## src/logic/lcd_host_port_pkg.sv

```systemverilog
// Package of constants shared by the LCD host port and its FIFO.
`default_nettype none
package lcd_host_port_pkg;
  // ****************************************
  // Widths and reset values
  // ****************************************
  localparam int          DATA_WIDTH     = 8;
  localparam int          NIBBLE_WIDTH   = 4;
  localparam int          FIFO_DEPTH     = 8;
  localparam int          ADDR_WIDTH     = 7;
  localparam logic [7:0]  DATA_RESET     = 8'h00;
  localparam logic [6:0]  ADDR_RESET     = 7'h00;
  localparam int          BUSY_LANE      = 7;
  localparam int          SUBADDR_LANE   = 3;
  // ****************************************
  // Timing
  // ****************************************
  localparam int          CLK_PERIOD_NS  = 50;
  localparam int          BUSY_TIME_NS   = 2000;
  localparam int          BUSY_CYCLES    = (BUSY_TIME_NS + CLK_PERIOD_NS - 1) / CLK_PERIOD_NS;
  // ****************************************
  // Access state machine
  // ****************************************
  typedef enum logic [1:0] {
    ST_IDLE   = 2'b00,
    ST_ACCESS = 2'b01
  } access_state_type;
endpackage : lcd_host_port_pkg
`default_nettype wire

```

## src/logic/lcd_host_port.sv

```systemverilog
// Parallel host port of a character LCD controller with write FIFO and busy flag.
// Contract
// - Select low: writes go to instruction register, reads return busy and counter.
// - Select high: reads and writes both use the data register.
// - Read/write high requests a read, low requests a write.
// - Strobe high starts access; falling edge captures write or ends read.
// - In 4-bit mode only upper four lanes carry data.
// - Busy indication is presented on the top data lane.
// - Shared lane three pin is latched as the I2C sub-address bit.
// - Power-down input high selects power-down; low for normal operation.
// - Oscillator pin tied high selects internal oscillator, else external clock.
// - Busy one rejects instructions; in 8-bit mode the counter appears on seven low lanes.
// - Instruction register is write-only to the host.
`timescale 1ns/10ps
`default_nettype none
module lcd_host_port #(
  parameter int BUSY_CYCLES = lcd_host_port_pkg::BUSY_CYCLES,
  parameter int FIFO_DEPTH  = lcd_host_port_pkg::FIFO_DEPTH
) (
  input  wire logic       CLK,
  input  wire logic       RESET,
  input  wire logic       STROBE,
  input  wire logic       REG_SELECT,
  input  wire logic       READ_NWRITE,
  input  wire logic [7:0] HOST_DATA_LANES_IN,
  output logic      [7:0] HOST_DATA_LANES_OUT,
  output logic            HOST_DATA_LANES_OE_N,
  input  wire logic       BUS_4BIT,
  input  wire logic       I2C_ACTIVE,
  input  wire logic       POWERDOWN_IN,
  input  wire logic       OSC_PIN_HIGH,
  input  wire logic [6:0] ADDR_COUNTER_IN,
  input  wire logic [7:0] READ_DATA_IN,
  input  wire logic       CORE_DONE,
  output logic      [7:0] CMD_DATA,
  output logic            CMD_IS_DATA,
  output logic            CMD_VALID,
  input  wire logic       CMD_READY,
  output logic            READ_DATA_POP,
  output logic            BUSY,
  output logic            I2C_SUBADDR_BIT,
  output logic            POWERDOWN,
  output logic            USE_INT_OSC
);
  // ****************************************
  // Declarations
  // ****************************************
  lcd_host_port_pkg::access_state_type state_reg;
  logic       strobe_dly_reg;
  logic       strobe_fall;
  logic       strobe_rise;
  logic       nibble_low_reg;
  logic [3:0] high_nibble_reg;
  logic [7:0] write_byte;
  logic       byte_done;
  logic       wr_valid_reg;
  logic [8:0] wr_word_reg;
  logic       fifo_in_ready;
  logic [8:0] fifo_out_data;
  logic       fifo_out_valid;
  logic       busy_reg;
  logic [$clog2(BUSY_CYCLES+1)-1:0] busy_cnt_reg;
  logic [7:0] read_word;
  logic       pd_reg;

  // Strobe edge detection.
  assign strobe_rise = STROBE && !strobe_dly_reg && !I2C_ACTIVE;
  assign strobe_fall = !STROBE && (state_reg == lcd_host_port_pkg::ST_ACCESS);

  always_ff @(posedge CLK) begin
    if (RESET) begin
      strobe_dly_reg <= 1'b0;
    end else begin
      strobe_dly_reg <= STROBE && !I2C_ACTIVE;
    end
  end

  // Access state follows the strobe; power-down and serial mode abandon an open access.
  always_ff @(posedge CLK) begin
    if (RESET || pd_reg || I2C_ACTIVE) begin
      state_reg <= lcd_host_port_pkg::ST_IDLE;
    end else begin
      case (state_reg)
        lcd_host_port_pkg::ST_IDLE: begin
          if (strobe_rise) begin
            state_reg <= lcd_host_port_pkg::ST_ACCESS;
          end
        end
        lcd_host_port_pkg::ST_ACCESS: begin
          if (!STROBE) begin
            state_reg <= lcd_host_port_pkg::ST_IDLE;
          end
        end
        default: begin
          state_reg <= lcd_host_port_pkg::ST_IDLE;
        end
      endcase
    end
  end

  // ****************************************
  // Read path
  // ****************************************
  // Status word when select is low, data register when high; instruction never read.
  assign read_word = REG_SELECT ? READ_DATA_IN
                                : {busy_reg, ADDR_COUNTER_IN};

  // Bus drive and nibble selection for reads.
  always_ff @(posedge CLK) begin
    if (RESET) begin
      HOST_DATA_LANES_OUT  <= lcd_host_port_pkg::DATA_RESET;
      HOST_DATA_LANES_OE_N <= 1'b1;
    end else begin
      HOST_DATA_LANES_OE_N <= !(STROBE && READ_NWRITE && !I2C_ACTIVE && !pd_reg);
      if (!BUS_4BIT) begin
        HOST_DATA_LANES_OUT <= read_word;
      end else if (!nibble_low_reg) begin
        HOST_DATA_LANES_OUT <= {read_word[7:4], 4'h0};
      end else begin
        HOST_DATA_LANES_OUT <= {read_word[3:0], 4'h0};
      end
    end
  end

  // Data register read advances the core after the full byte.
  always_ff @(posedge CLK) begin
    if (RESET) begin
      READ_DATA_POP <= 1'b0;
    end else begin
      READ_DATA_POP <= strobe_fall && READ_NWRITE && REG_SELECT &&
                       (!BUS_4BIT || nibble_low_reg);
    end
  end

  // ****************************************
  // Write path
  // ****************************************
  // Nibble phase toggles on each falling strobe in 4-bit mode.
  always_ff @(posedge CLK) begin
    if (RESET || !BUS_4BIT || pd_reg) begin
      nibble_low_reg  <= 1'b0;
      high_nibble_reg <= 4'h0;
    end else if (strobe_fall) begin
      nibble_low_reg <= !nibble_low_reg;
      if (!nibble_low_reg) begin
        high_nibble_reg <= HOST_DATA_LANES_IN[7:4];
      end
    end
  end

  assign write_byte = BUS_4BIT ? {high_nibble_reg, HOST_DATA_LANES_IN[7:4]}
                               : HOST_DATA_LANES_IN;
  assign byte_done  = strobe_fall && !READ_NWRITE &&
                      (!BUS_4BIT || nibble_low_reg);

  // Capture a finished write; instructions are dropped while busy.
  always_ff @(posedge CLK) begin
    if (RESET) begin
      wr_valid_reg <= 1'b0;
      wr_word_reg  <= 9'h000;
    end else begin
      wr_valid_reg <= byte_done && !pd_reg && (REG_SELECT || !busy_reg);
      if (byte_done) begin
        wr_word_reg <= {REG_SELECT, write_byte};
      end
    end
  end

  lcd_fifo #(
    .WIDTH (lcd_host_port_pkg::DATA_WIDTH + 1),
    .DEPTH (FIFO_DEPTH)
  ) u_fifo (
    .CLK       (CLK),
    .RESET     (RESET || pd_reg),
    .in_data   (wr_word_reg),
    .in_valid  (wr_valid_reg),
    .in_ready  (fifo_in_ready),
    .out_data  (fifo_out_data),
    .out_valid (fifo_out_valid),
    .out_ready (CMD_READY && !CMD_VALID)
  );

  // Output stage of the command stream toward the core.
  always_ff @(posedge CLK) begin
    if (RESET || pd_reg) begin
      CMD_VALID   <= 1'b0;
      CMD_DATA    <= lcd_host_port_pkg::DATA_RESET;
      CMD_IS_DATA <= 1'b0;
    end else if (CMD_VALID && CMD_READY) begin
      CMD_VALID <= 1'b0;
    end else if (fifo_out_valid && CMD_READY && !CMD_VALID) begin
      CMD_VALID   <= 1'b1;
      CMD_DATA    <= fifo_out_data[7:0];
      CMD_IS_DATA <= fifo_out_data[8];
    end
  end

  // ****************************************
  // Busy flag
  // ****************************************
  // Busy rises on any accepted write or full FIFO; clears on core done or timeout once no command is queued.
  always_ff @(posedge CLK) begin
    if (RESET || pd_reg) begin
      busy_reg     <= 1'b0;
      busy_cnt_reg <= '0;
    end else if (wr_valid_reg || !fifo_in_ready) begin
      busy_reg     <= 1'b1;
      busy_cnt_reg <= ($clog2(BUSY_CYCLES+1))'(BUSY_CYCLES);
    end else if (busy_reg && (CORE_DONE || busy_cnt_reg <= 1)) begin
      busy_reg     <= fifo_out_valid || CMD_VALID;
      busy_cnt_reg <= '0;
    end else if (busy_cnt_reg != 0) begin
      busy_cnt_reg <= busy_cnt_reg - 1'b1;
    end
  end

  always_ff @(posedge CLK) begin
    if (RESET) begin
      BUSY <= 1'b0;
    end else begin
      BUSY <= busy_reg;
    end
  end

  // ****************************************
  // Straps and mode pins
  // ****************************************
  // Sub-address caught from lane three while serial mode is active.
  always_ff @(posedge CLK) begin
    if (RESET) begin
      I2C_SUBADDR_BIT <= 1'b0;
    end else if (I2C_ACTIVE) begin
      I2C_SUBADDR_BIT <= HOST_DATA_LANES_IN[lcd_host_port_pkg::SUBADDR_LANE];
    end
  end

  // Power-down and oscillator selection.
  always_ff @(posedge CLK) begin
    if (RESET) begin
      pd_reg      <= 1'b0;
      POWERDOWN   <= 1'b0;
      USE_INT_OSC <= 1'b1;
    end else begin
      pd_reg      <= POWERDOWN_IN;
      POWERDOWN   <= POWERDOWN_IN;
      USE_INT_OSC <= OSC_PIN_HIGH;
    end
  end
endmodule : lcd_host_port
`default_nettype wire

```

## src/logic/lcd_fifo.sv

```systemverilog
// Small synchronous FIFO with valid/ready on both sides.
`timescale 1ns/10ps
`default_nettype none
module lcd_fifo #(
  parameter int WIDTH = 9,
  parameter int DEPTH = 8
) (
  input  wire logic             CLK,
  input  wire logic             RESET,
  input  wire logic [WIDTH-1:0] in_data,
  input  wire logic             in_valid,
  output logic                  in_ready,
  output logic      [WIDTH-1:0] out_data,
  output logic                  out_valid,
  input  wire logic             out_ready
);
  localparam int PW = $clog2(DEPTH);
  logic [WIDTH-1:0] mem_reg [DEPTH];
  logic [PW:0]      wr_ptr_reg;
  logic [PW:0]      rd_ptr_reg;
  logic             do_push;
  logic             do_pop;
  logic [WIDTH-1:0] out_data_reg;
  logic [PW:0]      rd_ptr_next;

  // Full when pointers differ only in the wrap bit, empty when equal.
  assign in_ready  = !((wr_ptr_reg[PW] != rd_ptr_reg[PW]) &&
                       (wr_ptr_reg[PW-1:0] == rd_ptr_reg[PW-1:0]));
  assign out_valid = (wr_ptr_reg != rd_ptr_reg);
  assign do_push   = in_valid && in_ready;
  assign do_pop    = out_valid && out_ready;
  assign rd_ptr_next = rd_ptr_reg + {{PW{1'b0}}, do_pop};
  assign out_data    = out_data_reg;

  // Head word is held in a register; a push into the slot about to be read bypasses storage.
  always_ff @(posedge CLK) begin
    if (do_push && (wr_ptr_reg[PW-1:0] == rd_ptr_next[PW-1:0])) begin
      out_data_reg <= in_data;
    end else begin
      out_data_reg <= mem_reg[rd_ptr_next[PW-1:0]];
    end
  end

  // Storage write.
  always_ff @(posedge CLK) begin
    if (do_push) begin
      mem_reg[wr_ptr_reg[PW-1:0]] <= in_data;
    end
  end

  // Pointer update.
  always_ff @(posedge CLK) begin
    if (RESET) begin
      wr_ptr_reg <= '0;
      rd_ptr_reg <= '0;
    end else begin
      if (do_push) begin
        wr_ptr_reg <= wr_ptr_reg + 1'b1;
      end
      if (do_pop) begin
        rd_ptr_reg <= rd_ptr_reg + 1'b1;
      end
    end
  end
endmodule : lcd_fifo
`default_nettype wire

```

## config.mk

```make
export PLATFORM = sky130hd
export DESIGN_NAME = lcd_host_port
export DESIGN_NICKNAME = d
export VERILOG_FILES = /design/src/logic/lcd_host_port_pkg.sv /design/src/logic/lcd_host_port.sv /design/src/logic/lcd_fifo.sv
export SDC_FILE = /design/constraint.sdc
export NUM_CORES = 1
export LEC_CHECK = 0
export BUFFER_PORTS_ARGS = -buffer_cell sky130_fd_sc_hd__buf_2
export CORE_UTILIZATION = 30
export DETAILED_ROUTE_END_ITERATION = 10
export SYNTH_ARGS = -nofsm -noshare
export SYNTH_HDL_FRONTEND = slang
export SYNTH_SLANG_ARGS = --single-unit
export TNS_END_PERCENT = 1
```

## constraint.sdc

```tcl
create_clock -name CLK -period 6.85 [get_ports CLK]
set_input_delay 0.3425 -clock CLK [delete_from_list [all_inputs] [get_ports CLK]]
set_output_delay 0.3425 -clock CLK [all_outputs]
set_load 0.01 [all_outputs]
```

**After elaboration in Yosys (flattened, before gate mapping)**

Memory sizes are Yosys's and may differ from the RTL's. A register that Yosys moved wholly into a read port is not among the register bits.
Index checks and enable logic that the tools add are counted.

- Register bits: 57
- Latch bits: 0
- RAM bits: 72
- Memory bits (read-only): 0
- Output and inout port bits: 24
- Logic and storage cells: 100
- Memories: 1

Memory list:

| name | words | bits a word | read ports | clocked after memory_dff | write ports | line | source |
|---|---|---|---|---|---|---|---|
| u_fifo.mem_reg | 8 | 9 | 1 | 1 | 1 | lcd_fifo.sv:18 | `logic [WIDTH-1:0] mem_reg [DEPTH];` |

- $add $sub $neg: 4
- Multiply operators: 0
- Divide/modulo/power cells: 0
- $lt $le $gt $ge: 1
- Equal/unequal tests: 6
- Shift-type cells: 0
- Muxes and demuxes: 14
- Bitwise gates (word level): 2
- Reductions and logical operators: 51

Operator list:

| operator | count |
|---|---|
| 8-bit 2-to-1 mux | 4 |
| 1-bit logical AND | 22 |
| 6-bit 2-to-1 mux | 3 |
| 1-bit logical NOT | 11 |
| 1-bit logical OR | 9 |
| 4-bit by 1-bit adder with 4-bit output (second input constant) | 2 |
| 6-bit by 1-bit less-or-equal comparator with 1-bit output (second input constant) | 1 |
| 2-bit AND reduction | 3 |
| 6-bit nonzero test | 1 |
| 6-bit by 1-bit subtractor with 6-bit output (second input constant) | 1 |
| 1-bit 2-to-1 mux | 4 |
| 2-bit 2-to-1 mux | 2 |
| 2-bit != test (second input constant) | 2 |
| 4-bit != test | 1 |
| 2-bit case mux with 2 select lines | 1 |
| 3-bit by 1-bit adder with 3-bit output | 1 |
| 3-bit == test | 1 |
| 3-bit nonzero test | 1 |
| 3-bit OR reduction | 1 |
| 2-bit by 1-bit == test with 1-bit output (second input constant) | 1 |
| 2-bit logical NOT | 1 |
| 1-bit inverter | 2 |
| 2-bit nonzero test | 1 |
| 2-bit OR reduction | 1 |
| 1-bit != test | 1 |

**Logic depth before layout (Yosys ltp)**

Gate-level depths: netlist of run 1.

- Depth after elaboration: 6
- Depth in mapped cells: 7

**By module**

Synthesis of run 1 repeated with hierarchy kept, for this count alone.

- Cells, all modules: 393
- Area, all modules: 5,476.5 um^2

Modules (own cells, without submodules):

| module | instances | cells an instance | area each (um^2) |
|---|---|---|---|
| lcd_fifo | 1 | 190 | 3,492.1 |
| lcd_host_port | 1 | 203 | 1,984.4 |

**Least setup slack after synthesis of run 1**

OpenSTA, ideal clock, no wires.

- Path type: flip-flop to flip-flop
- Start point: reg u_fifo.wr_ptr_reg[0]
- End point: mem u_fifo.mem_reg[0][0] (enable)
- Library setup time: 387 ps
- Arrival: 1,777 ps
- Data required time: 6,463 ps
- Path slack: 4,686 ps
- Stages on the path, launching flop included: 6
- Buffers on the path: 1
- Period minus slack after synthesis: 2,164 ps
- Cells stage by stage: dfxtp_1 > buf_2 > xor2_1 > o41a_1 > nand2b_1 > nor3_1

- Word-level cells in the longest chain between the ends: 6

Ends and longest elaborated chain:

| what | line | source |
|---|---|---|
| start, declared | lcd_fifo.sv:19 | `logic [PW:0] wr_ptr_reg;` |
| start signal, assigned | lcd_fifo.sv:58 | `wr_ptr_reg <= wr_ptr_reg + 1'b1;` |
| 3-bit == test | lcd_fifo.sv:28 | `(wr_ptr_reg[PW-1:0] == rd_ptr_reg[PW-1:0]));` |
| 1-bit logical AND | lcd_fifo.sv:27 | `assign in_ready = !((wr_ptr_reg[PW] != rd_ptr_reg[PW]) &&` |
| 1-bit logical NOT | lcd_fifo.sv:27 |  |
| 1-bit logical AND | lcd_fifo.sv:30 | `assign do_push = in_valid && in_ready;` |
| 1-bit 2-to-1 mux | lcd_fifo.sv:46 | `if (do_push) begin` |
| 1-bit 2-to-1 mux (not written as such) | lcd_fifo.sv:47 | `mem_reg[wr_ptr_reg[PW-1:0]] <= in_data;` |
| end, declared | lcd_fifo.sv:18 |  |

Parallel ways exist; a longest one is shown, timed or not.

**Worst setup path in the final report of run 1**

Same ends and word-level chain as after synthesis.

==> results of run 1 <==
-- worst paths after layout --
| check | end | slack (ns) | start | cells after the start |
|---|---|---|---|---|
| worst min register to register | CMD_DATA[0]$_SDFFE_PP0P_ | 0.47 | CMD_DATA[0]$_SDFFE_PP0P_ | 1 |
| worst max register to register | u_fifo.mem_reg[0][0]$_DFFE_PP_ | 4.13 | u_fifo.wr_ptr_reg[0]$_SDFFE_PP0P_ | 4 |
| worst max-delay path | u_fifo.mem_reg[0][0]$_DFFE_PP_ | 4.13 | u_fifo.wr_ptr_reg[0]$_SDFFE_PP0P_ | 4 |
| worst min-delay path | USE_INT_OSC$_SDFF_PP1_ | 0.11 | OSC_PIN_HIGH | 2 |
-- through the flow --
step                      power (mW)  area, sq um  instances  utilization [%]  setup WS (ns)
after detailed placement        1.00         5700        618             33.9           4.12
after CTS                       1.98         6340        650             37.7           4.07
after global routing            2.04         6340        650             37.7           3.91
after global placement         0.997         5700        618             33.9           4.23
after floorplan                0.967         5250        360                -           4.69
final                           1.97         6340        650             37.7           4.13
-- layout make-up --
cell class                      instances  share of cell area, %
Timing Repair Buffer                   57                   4.50
Clock inverter                         14                   3.32
Tap cell                              220                   4.34
Sequential cell                       131                   52.8
Clock buffer                           18                   6.77
Inverter                                8                  0.474
Multi-Input combinational cell        202                   27.8
-- cell usage in the layout, fill, tap and decap left out, types with 8 or more instances in the layout --
cell | netlist | final
mux2_2 | 9 | 9
xnor2_1 | 9 | 9
buf_2 | 7 | 57
mux2i_1 | 14 | 14
a211oi_1 | 9 | 9
mux4_2 | 9 | 9
edfxtp_1 | 72 | 72
nand2_1 | 16 | 16
mux4_1 | 12 | 12
nor2_1 | 28 | 28
a22o_1 | 9 | 9
dfxtp_1 | 59 | 59
a21oi_1 | 14 | 14
nor3_1 | 8 | 8
inv_1 | 8 | 8
clkbuf_16 | 0 | 17
-- power groups by stage --
stage                     clock [mW]  combinational, mW  sequential, mW
after floorplan                    0             0.0978           0.869
after global placement             0              0.128           0.869
after detailed placement           0              0.133           0.870
after CTS                      0.995              0.134           0.854
after global routing            1.03              0.151           0.857
final                          0.976              0.134           0.855
-- per-layer routing --
metal	vias up	routed length, um	global-route usage, %
li1	1484	-	-
met1	1484	4870	15.2
met2	78	4680	19.4
met3	12	571	4.72
met4	0	126	4.87
met5	-	0	0
-- cell families after synthesis --
logic type | count (synthesis) | share of synthesized area (%)
simple gates | 82 | 7.65
compound gates | 55 | 7.39
buf+inv | 27 | 2.69
xor+xnor | 15 | 2.65
mux | 44 | 14.5
flops | 131 | 63.7
fa+ha+maj | 6 | 1.43
==> impl_metrics.tcl, run 1 <==
set metrics [dict create \
    status "finished clean" \
    path_delay_family "simple AND/OR/NAND/NOR gates" \
    die-area_sq_um 18000 \
    whs_ns 0.111 \
    timing.fmax_mhz 367 \
    fin_nets 457 \
    async_flop_share_pct 0 \
    max_slew_margin_pct 11.8 \
    ctsResizeCount 0 \
    path_class "flop to flop" \
    required_ns 6.87 \
    cts_sinks 131 \
    portBuffers 57 \
    grt_pass1_wl_um 16400 \
    ios 58 \
    internal_power_mw 1.54 \
    vdd_drop_max_v 0.000222 \
    synth_cells 360 \
    wl_per_cell_um 15.8 \
    report.final.hold_viol_count 0 \
    path_cells "xor2_1 > o41a_1 > nand2b_1 > nor3_1" \
    synth_top_area_share_pct 41.2 \
    synth.most_common_cell "edfxtp_1" \
    fin_crit_ns 2.72 \
    synthTopCellsByCount "72 x edfxtp_1, 59 x dfxtp_1, 28 x nor2_1" \
    drt-vias-per-instance 4.70 \
    synth.largest_area_cell "edfxtp_1" \
    clk_path_buf_depth 2 \
    yosys.cell_types.count 49 \
    syn_area_sq_um 5250 \
    clk_latency_ns 0.42 \
    gr-total-overflow 0 \
    sw_frac_of_total_pct 21.5 \
    row_count 47 \
    initial_core_util_pct 31.2 \
    power_density_nw_per_um2 310 \
    grt_pass1_vias 3108 \
    drv_slew 0 \
    coreArea_sq_um 16800 \
    end_kind "flop" \
    place_congestion 0.767 \
    worst_slew_pin_slew_ns 1.31 \
    hpwl_um 6840 \
    switchingPower_mw 0.423 \
    yosys-top-cells-area "edfxtp_1 41%, dfxtp_1 23%, mux4_1 6.0%, mux4_2 3.9%, mux2i_1 2.7%" \
    grt_max_degree 26 \
    cts_setup_buffers 0 \
    syn_area_per_cell_sq_um 14.6 \
    cpPeakStageDelay_ns 1.01 \
    grt_use_total_pct 12.3 \
    cp_slowest_cell "nor3_1" \
    cts_buffers 17 \
    yosysSeqAreaShare_pct 63.7 \
    die_h_um 134 \
    synth-edff-count 72 \
    period_share_pct 39.8 \
    seq_area_sq_um 3340 \
    drt_iter0_drc 209 \
    combPwrFrac_pct 6.8 \
    clkPwrFrac_pct 49.7 \
    seqPwrFrac_pct 43.5 \
    antenna_found_initial 0 \
    ctsHoldBuffers 0 \
    clk_pin_slew_ns 0.05 \
    diodes 0 \
    drive_gt1_share_pct 25.3 \
    fill_cells 1627 \
    clock-skew-final_ns 0.00679 \
    fp.dieW_um 134 \
    final.setup.tns_ns 0 \
    critPathLaunchType "flop" \
    tritoncts "yes" \
    crit_fanout 10 \
    synth.net_count 400 \
    ys_warn_count 0 \
    largest_reg_flops 72 \
    setup_viol 0 \
    cp.arrival_ns 2.75 \
    ys_ff_latch 131 \
    dr.pass1.iters 5 \
    cts_root_buf "clkbuf_16" \
    vias 3058 \
    drc 0 \
    ant_nets 0 \
    wl_um 10300 \
    rsz0062_at_grt "no" \
    path_buf_inv 0 \
    power.leakage_nw 2.34 \
    multi_input_area_sq_um 1760 \
    cts-htree-levels 4 \
    hp-class "input port to flop" \
    area_delta_synth_final_pct 20.7 \
    synth-main-ff-cell "edfxtp_1" \
    cap_violations 0 \
]
No activity file was read; power rests on OpenSTA's default activity.
==> inputs of run 2 (changes only) <==
clock period = 2.8 ns   (was 6.85 ns; I/O delays follow)
==> run 2 against run 1 <==
Compared with the run above:
- via count increased by 1.9%
- worst hold slack got worse by 0.097 ns
- sequential share of layout area decreased by 0.91 points
- largest cell class unchanged
- critical endpoint is now u_fifo.mem_reg[6][7]$_DFFE_PP_
- cell count increased by 2.6%
==> impl_metrics.tcl, run 2 (synthesis results as in run 1) <==
set metrics [dict create \
    max_slew_margin_pct 46.9 \
    wl_met3_um 589 \
    end_kind "flop" \
    largest_reg_flops 72 \
    drc 0 \
    portBuffers 57 \
    crit_fanout 10 \
    seqPwrFrac_pct 45.0 \
    cp.arrival_ns 2.23 \
    die_h_um 134 \
    cp_slowest_cell "nor2_1" \
    grt_pass1_vias 3304 \
    drt_iter0_drc 236 \
    fin_cells 667 \
    routed-wl-met2_um 4890 \
    coreArea_sq_um 16800 \
    ctsResizeCount 0 \
    hpwl_um 6840 \
    tritoncts "yes" \
    cap_violations 0 \
    clk_pin_slew_ns 0.06 \
    path_delay_family "simple AND/OR/NAND/NOR gates" \
    area_delta_synth_final_pct 22.9 \
    combPwrFrac_pct 7.2 \
    final_cell_mix "72 x edfxtp_1, 59 x dfxtp_1, 57 x buf_2" \
    dpl.cell_count 627 \
    fin_nets 474 \
    row_count 47 \
    wl_per_cell_um 15.3 \
    diodes 0 \
    cts_buffers 17 \
    cpPeakStageDelay_ns 0.59 \
    gr-total-overflow 0 \
    vias 3115 \
    hp-class "input port to flop" \
    sw_frac_of_total_pct 22.0 \
    final_core_util_pct 38.3 \
    ctsHoldBuffers 8 \
    whs_ns 0.0132 \
    reg2regPathDepth 4 \
    final.setup.tns_ns 0 \
    met1Wirelength_um 4580 \
    clk_latency_ns 0.41 \
    required_ns 2.84 \
    rsz0062_at_grt "no" \
    clock-skew-final_ns 0.00622 \
    antenna_found_initial 0 \
    dr.pass1.iters 4 \
    wl_um 10200 \
    clkPwrFrac_pct 47.9 \
    dr.max_layer_used "met4" \
    drive_gt1_share_pct 26.8 \
    path_depth 4 \
    grt_pass1_wl_um 16600 \
    report.final.hold_viol_count 0 \
    ant_nets 0 \
    switchingPower_mw 1.02 \
    timing.fmax_mhz 457 \
    drt-vias-per-instance 4.67 \
    cts-htree-levels 4 \
    ios 58 \
    worst_slew_pin_slew_ns 0.796 \
    initial_core_util_pct 31.2 \
    final_common_cell "edfxtp_1" \
    path_buf_inv 0 \
    place_congestion 0.745 \
    clk_path_buf_depth 2 \
    vdd_drop_max_v 0.000501 \
    fin_crit_ns 2.19 \
    grt_max_degree 26 \
    drv_slew 0 \
    grt_use_total_pct 12.3 \
    die-area_sq_um 18000 \
    power_density_nw_per_um2 721 \
    period_share_pct 78.2 \
    internal_power_mw 3.63 \
    hold_path_depth 3 \
    cts_setup_buffers 0 \
    path_cells "xor2_1 > o41a_1 > nand2_1 > nor2_1" \
    setup_viol 0 \
    fill_cells 1623 \
    status "finished clean" \
    power.leakage_nw 2.39 \
    cts_sinks 131 \
    cts_root_buf "clkbuf_16" \
    critPathLaunchType "flop" \
    fp.dieW_um 134 \
    path_class "flop to flop" \
]
[run 2: cell types whose count changed in the layout (fill, tap and decap cells not counted)]
cell / delta
dlygate4sd3_1: +8
clkbuf_8: +1
buf_4: +9
clkinv_1: -2
clkinv_2: +1
clkinv_4: -2
clkinvlp_4: +4
bufinv_16: -2
[run 2: worst reg2reg max path: stages (launching register included)]
cell	delay [ns]
dfxtp_1	0.53
xor2_1	0.31
o41a_1	0.28
nand2_1	0.12
nor2_1	0.59
[run 2: power by group through the flow]
stage / Sequential, mW / Clock, mW / Combinational [mW]
2_1_floorplan: 2.13 / 0 / 0.239
3_5_place_dp: 2.13 / 0 / 0.326
5_1_grt: 2.10 / 2.37 / 0.378
6_report: 2.09 / 2.23 / 0.333
4_1_cts: 2.09 / 2.27 / 0.337
3_3_place_gp: 2.13 / 0 / 0.308
[run 2: metal layers]
metal,global-route usage [%],vias to the layer above
met1,14.6,1500
li1,-,1519
met3,4.27,13
met4,4.37,0
met5,0,-
met2,20.5,83
[run 2: path summary, 6_finish.rpt]
path                                                   endpoint                              start  slack [ns]
worst max register to register   u_fifo.mem_reg[6][7]$_DFFE_PP_  u_fifo.wr_ptr_reg[0]$_SDFFE_PP0P_        0.61
worst max-delay path             u_fifo.mem_reg[6][7]$_DFFE_PP_  u_fifo.wr_ptr_reg[0]$_SDFFE_PP0P_        0.61
worst min-delay path            high_nibble_reg[0]$_SDFFE_PP0P_              HOST_DATA_LANES_IN[4]        0.01
worst min register to register         CMD_DATA[1]$_SDFFE_PP0P_           CMD_DATA[1]$_SDFFE_PP0P_        0.47
[run 2: final cells by class]
class | instances | area [sq um] | area share, %
Multi-Input combinational cell | 202 | 1760 | 27.3
Sequential cell | 131 | 3340 | 51.9
Inverter | 8 | 30.0 | 0.466
Clock buffer | 19 | 443 | 6.87
Timing Repair Buffer | 74 | 433 | 6.71
Tap cell | 220 | 275 | 4.27
Clock inverter | 13 | 160 | 2.48
[run 2: stage by stage]
stage	total power, mW	worst slack, ns	instance area, sq um
after floorplan	2.37	0.636	5250
final	4.65	0.611	6450
after detailed placement	2.45	0.617	5760
after global routing	4.84	0.453	6450
after global placement	2.43	0.686	5760
after CTS	4.70	0.592	6450
==> inputs of run 3 (changes only) <==
ABC_AREA = 1   (was unset)
clock period = 1.95 ns   (was 2.8 ns; I/O delays follow)
==> run 3 against run 2 <==
Compared with the run above:
- area after synthesis rose by 4.4%
- via count grew 37%
- cell area grew 9.0%
- first-iteration DRC count is 3.8% lower
- cell count is 42% higher
- die area rose by 4.3%
- worst hold slack improved by 0.013 ns
- combinational power up 60%
- sequential power grew 43%
- critical path depth grew 3
- sequential share of layout area shrank 4.3 points
- maximum frequency increased by 18%
==> impl_metrics.tcl, run 3 <==
set metrics [dict create \
    clock-skew-final_ns 0.00708 \
    tritoncts "yes" \
    synth_cells 600 \
    wl_um 12500 \
    combPwrFrac_pct 7.9 \
    vdd_drop_max_v 0.000946 \
    syn_area_sq_um 5480 \
    largest_reg_flops 72 \
    fp.dieW_um 137 \
    required_ns 2.02 \
    portBuffers 57 \
    antenna_found_initial 0 \
    grt_use_total_pct 14.2 \
    row_count 49 \
    internal_power_mw 5.21 \
    period_share_pct 95.2 \
    drc 0 \
    critPathLaunchType "flop" \
    syn_area_per_cell_sq_um 9.13 \
    clk_path_buf_depth 2 \
    final_cell_mix "141 x nand2_1, 120 x nor2_1, 72 x edfxtp_1" \
    gr-total-overflow 0 \
    hp-class "input port to flop" \
    cts_sinks 131 \
    reg2regPathDepth 7 \
    initial_core_util_pct 30.6 \
    drive_gt1_share_pct 17.1 \
    synth-edff-count 72 \
    ys_ff_latch 131 \
    cts_root_buf "clkbuf_16" \
    clk_pin_slew_ns 0.06 \
    synth-main-ff-cell "edfxtp_1" \
    yosysSeqAreaShare_pct 61.0 \
    fin_nets 747 \
    final.setup.tns_ns 0 \
    crit_fanout 9 \
    drt_iter0_drc 227 \
    grt_pass1_vias 4086 \
    grt_max_degree 37 \
    area_delta_synth_final_pct 28.3 \
    power_density_nw_per_um2 956 \
    die-area_sq_um 18800 \
    grt_pass1_wl_um 19900 \
    drv_slew 0 \
    ios 58 \
    synth.most_common_cell "nand2_1" \
    hold_path_depth 5 \
    cts_buffers 17 \
    diodes 0 \
    synth.largest_area_cell "edfxtp_1" \
    switchingPower_mw 1.51 \
    vias 4267 \
    coreArea_sq_um 17900 \
    end_kind "flop" \
    setup_viol 0 \
    fin_crit_ns 1.86 \
    seqPwrFrac_pct 44.3 \
    cts-htree-levels 4 \
    wl_per_cell_um 13.2 \
    timing.fmax_mhz 539 \
    clkPwrFrac_pct 47.7 \
    clk_latency_ns 0.42 \
    yosys.cell_types.count 32 \
    async_flop_share_pct 0 \
    cap_violations 0 \
    yosys-top-cells-area "edfxtp_1 39%, dfxtp_1 22%, nand2_1 9.7%, nor2_1 8.2%, o21ai_0 4.0%" \
    hpwl_um 8220 \
    sw_frac_of_total_pct 22.5 \
    max_slew_margin_pct 63.4 \
    synth.net_count 640 \
    drt-vias-per-instance 4.50 \
    rsz0062_at_grt "yes" \
    total_power_mw 6.72 \
    ant_nets 0 \
    ys_warn_count 0 \
    synth_top_area_share_pct 39.5 \
    worst_slew_pin_slew_ns 0.548 \
    synthTopCellsByCount "141 x nand2_1, 120 x nor2_1, 72 x edfxtp_1" \
    power.leakage_nw 3.01 \
    place_congestion 0.757 \
    cp.arrival_ns 1.92 \
    cts_setup_buffers 0 \
    dr.pass1.iters 5 \
    status "finished clean" \
    final_common_cell "nand2_1" \
    path_class "flop to flop" \
    report.final.hold_viol_count 0 \
    die_h_um 137 \
]
==> run 3: cell types whose count changed in the layout (fill, tap and decap cells not counted), moves of 9 or more <==
cell           previous run  this run
nand2_1                  16       141
nor2_1                   28       120
o21ai_0                   6        44
inv_1                     8        42
dlygate4sd3_1             8        32
nand3_1                   5        22
mux2i_1                  14         1
mux4_1                   12         0
a31oi_1                   0        11
buf_4                     9        20
a211oi_1                  9         0
a22o_1                    9         0
mux2_2                    9         0
mux4_2                    9         0
==> run 3: what timing repair did <==
action                                 in CTS  in global routing
endpoints found under the hold margin      29                  0
hold buffers                               32                  0
gates resized for setup                     0                  4
setup endpoints to repair                   0                 13
==> run 3: path summary, 6_finish.rpt <==
path / slack, ns / from / to
setup / recovery: 0.09 / u_fifo.rd_ptr_reg[2]$_SDFFE_PP0P_ / u_fifo.mem_reg[0][4]$_DFFE_PP_
hold / removal: 0.03 / ADDR_COUNTER_IN[6] / HOST_DATA_LANES_OUT[6]$_SDFF_PP0_
setup reg to reg: 0.09 / u_fifo.rd_ptr_reg[2]$_SDFFE_PP0P_ / u_fifo.mem_reg[0][4]$_DFFE_PP_
hold reg to reg: 0.46 / high_nibble_reg[0]$_SDFFE_PP0P_ / high_nibble_reg[0]$_SDFFE_PP0P_
==> run 3: power groups by stage <==
stage	Combinational [mW]	Clock, mW	Sequential, mW
2_1_floorplan	0.358	0	3.03
6_report	0.533	3.21	2.98
4_1_cts	0.533	3.26	2.98
3_3_place_gp	0.483	0	3.04
5_1_grt	0.612	3.39	2.99
3_5_place_dp	0.485	0	3.04
==> run 3: stage by stage <==
step | setup WS (ns) | util (%) | hold WS [ns] | cells | area (sq um)
after floorplan | 0.210 | - | 0.177 | 600 | 5480
after global placement | 0.199 | 34.0 | 0.280 | 885 | 6080
after detailed placement | 0.149 | 34.0 | 0.286 | 885 | 6080
after CTS | 0.0706 | 39.1 | 0.0123 | 949 | 7010
after global routing | -0.00836 | 39.2 | 0.0400 | 949 | 7030
final | 0.0932 | 39.2 | 0.0265 | 949 | 7030
==> run 3: kinds of logic after synthesis <==
| family | after synthesis | synth area share, % |
|---|---|---|
| AOI/OAI and AO/OA | 79 | 7.65 |
| xor gates and xnor gates | 11 | 1.76 |
| adders and majority gates | 6 | 1.37 |
| buffers and inverters | 68 | 5.32 |
| DFF | 131 | 61.0 |
| muxes | 1 | 0.183 |
| and+or+nand+nor | 304 | 22.7 |
==> run 3: cell type report <==
cell class	instances	area [sq um]
tap	229	287
timing repair buffer	109	756
sequential	131	3340
fill	1795	10900
clock buffer	19	443
inverter	47	179
multi-input combinational	401	1860
clock inverter	13	160
==> run 3: routing by layer <==
layer | global-route usage, % | wire length (um)
met5 | 0 | 0
met4 | 6.59 | 306
met3 | 4.26 | 638
met2 | 23.1 | 5920
met1 | 17.3 | 5670
==> run 3: worst max-delay path, stage by stage (launching register included) <==
cell     delay (ns)
dfxtp_1        0.44
inv_1          0.08
nand2_1        0.10
nand2_1        0.07
nand4_2        0.13
nand2_4        0.07
or2_4          0.27
nor2_2         0.35
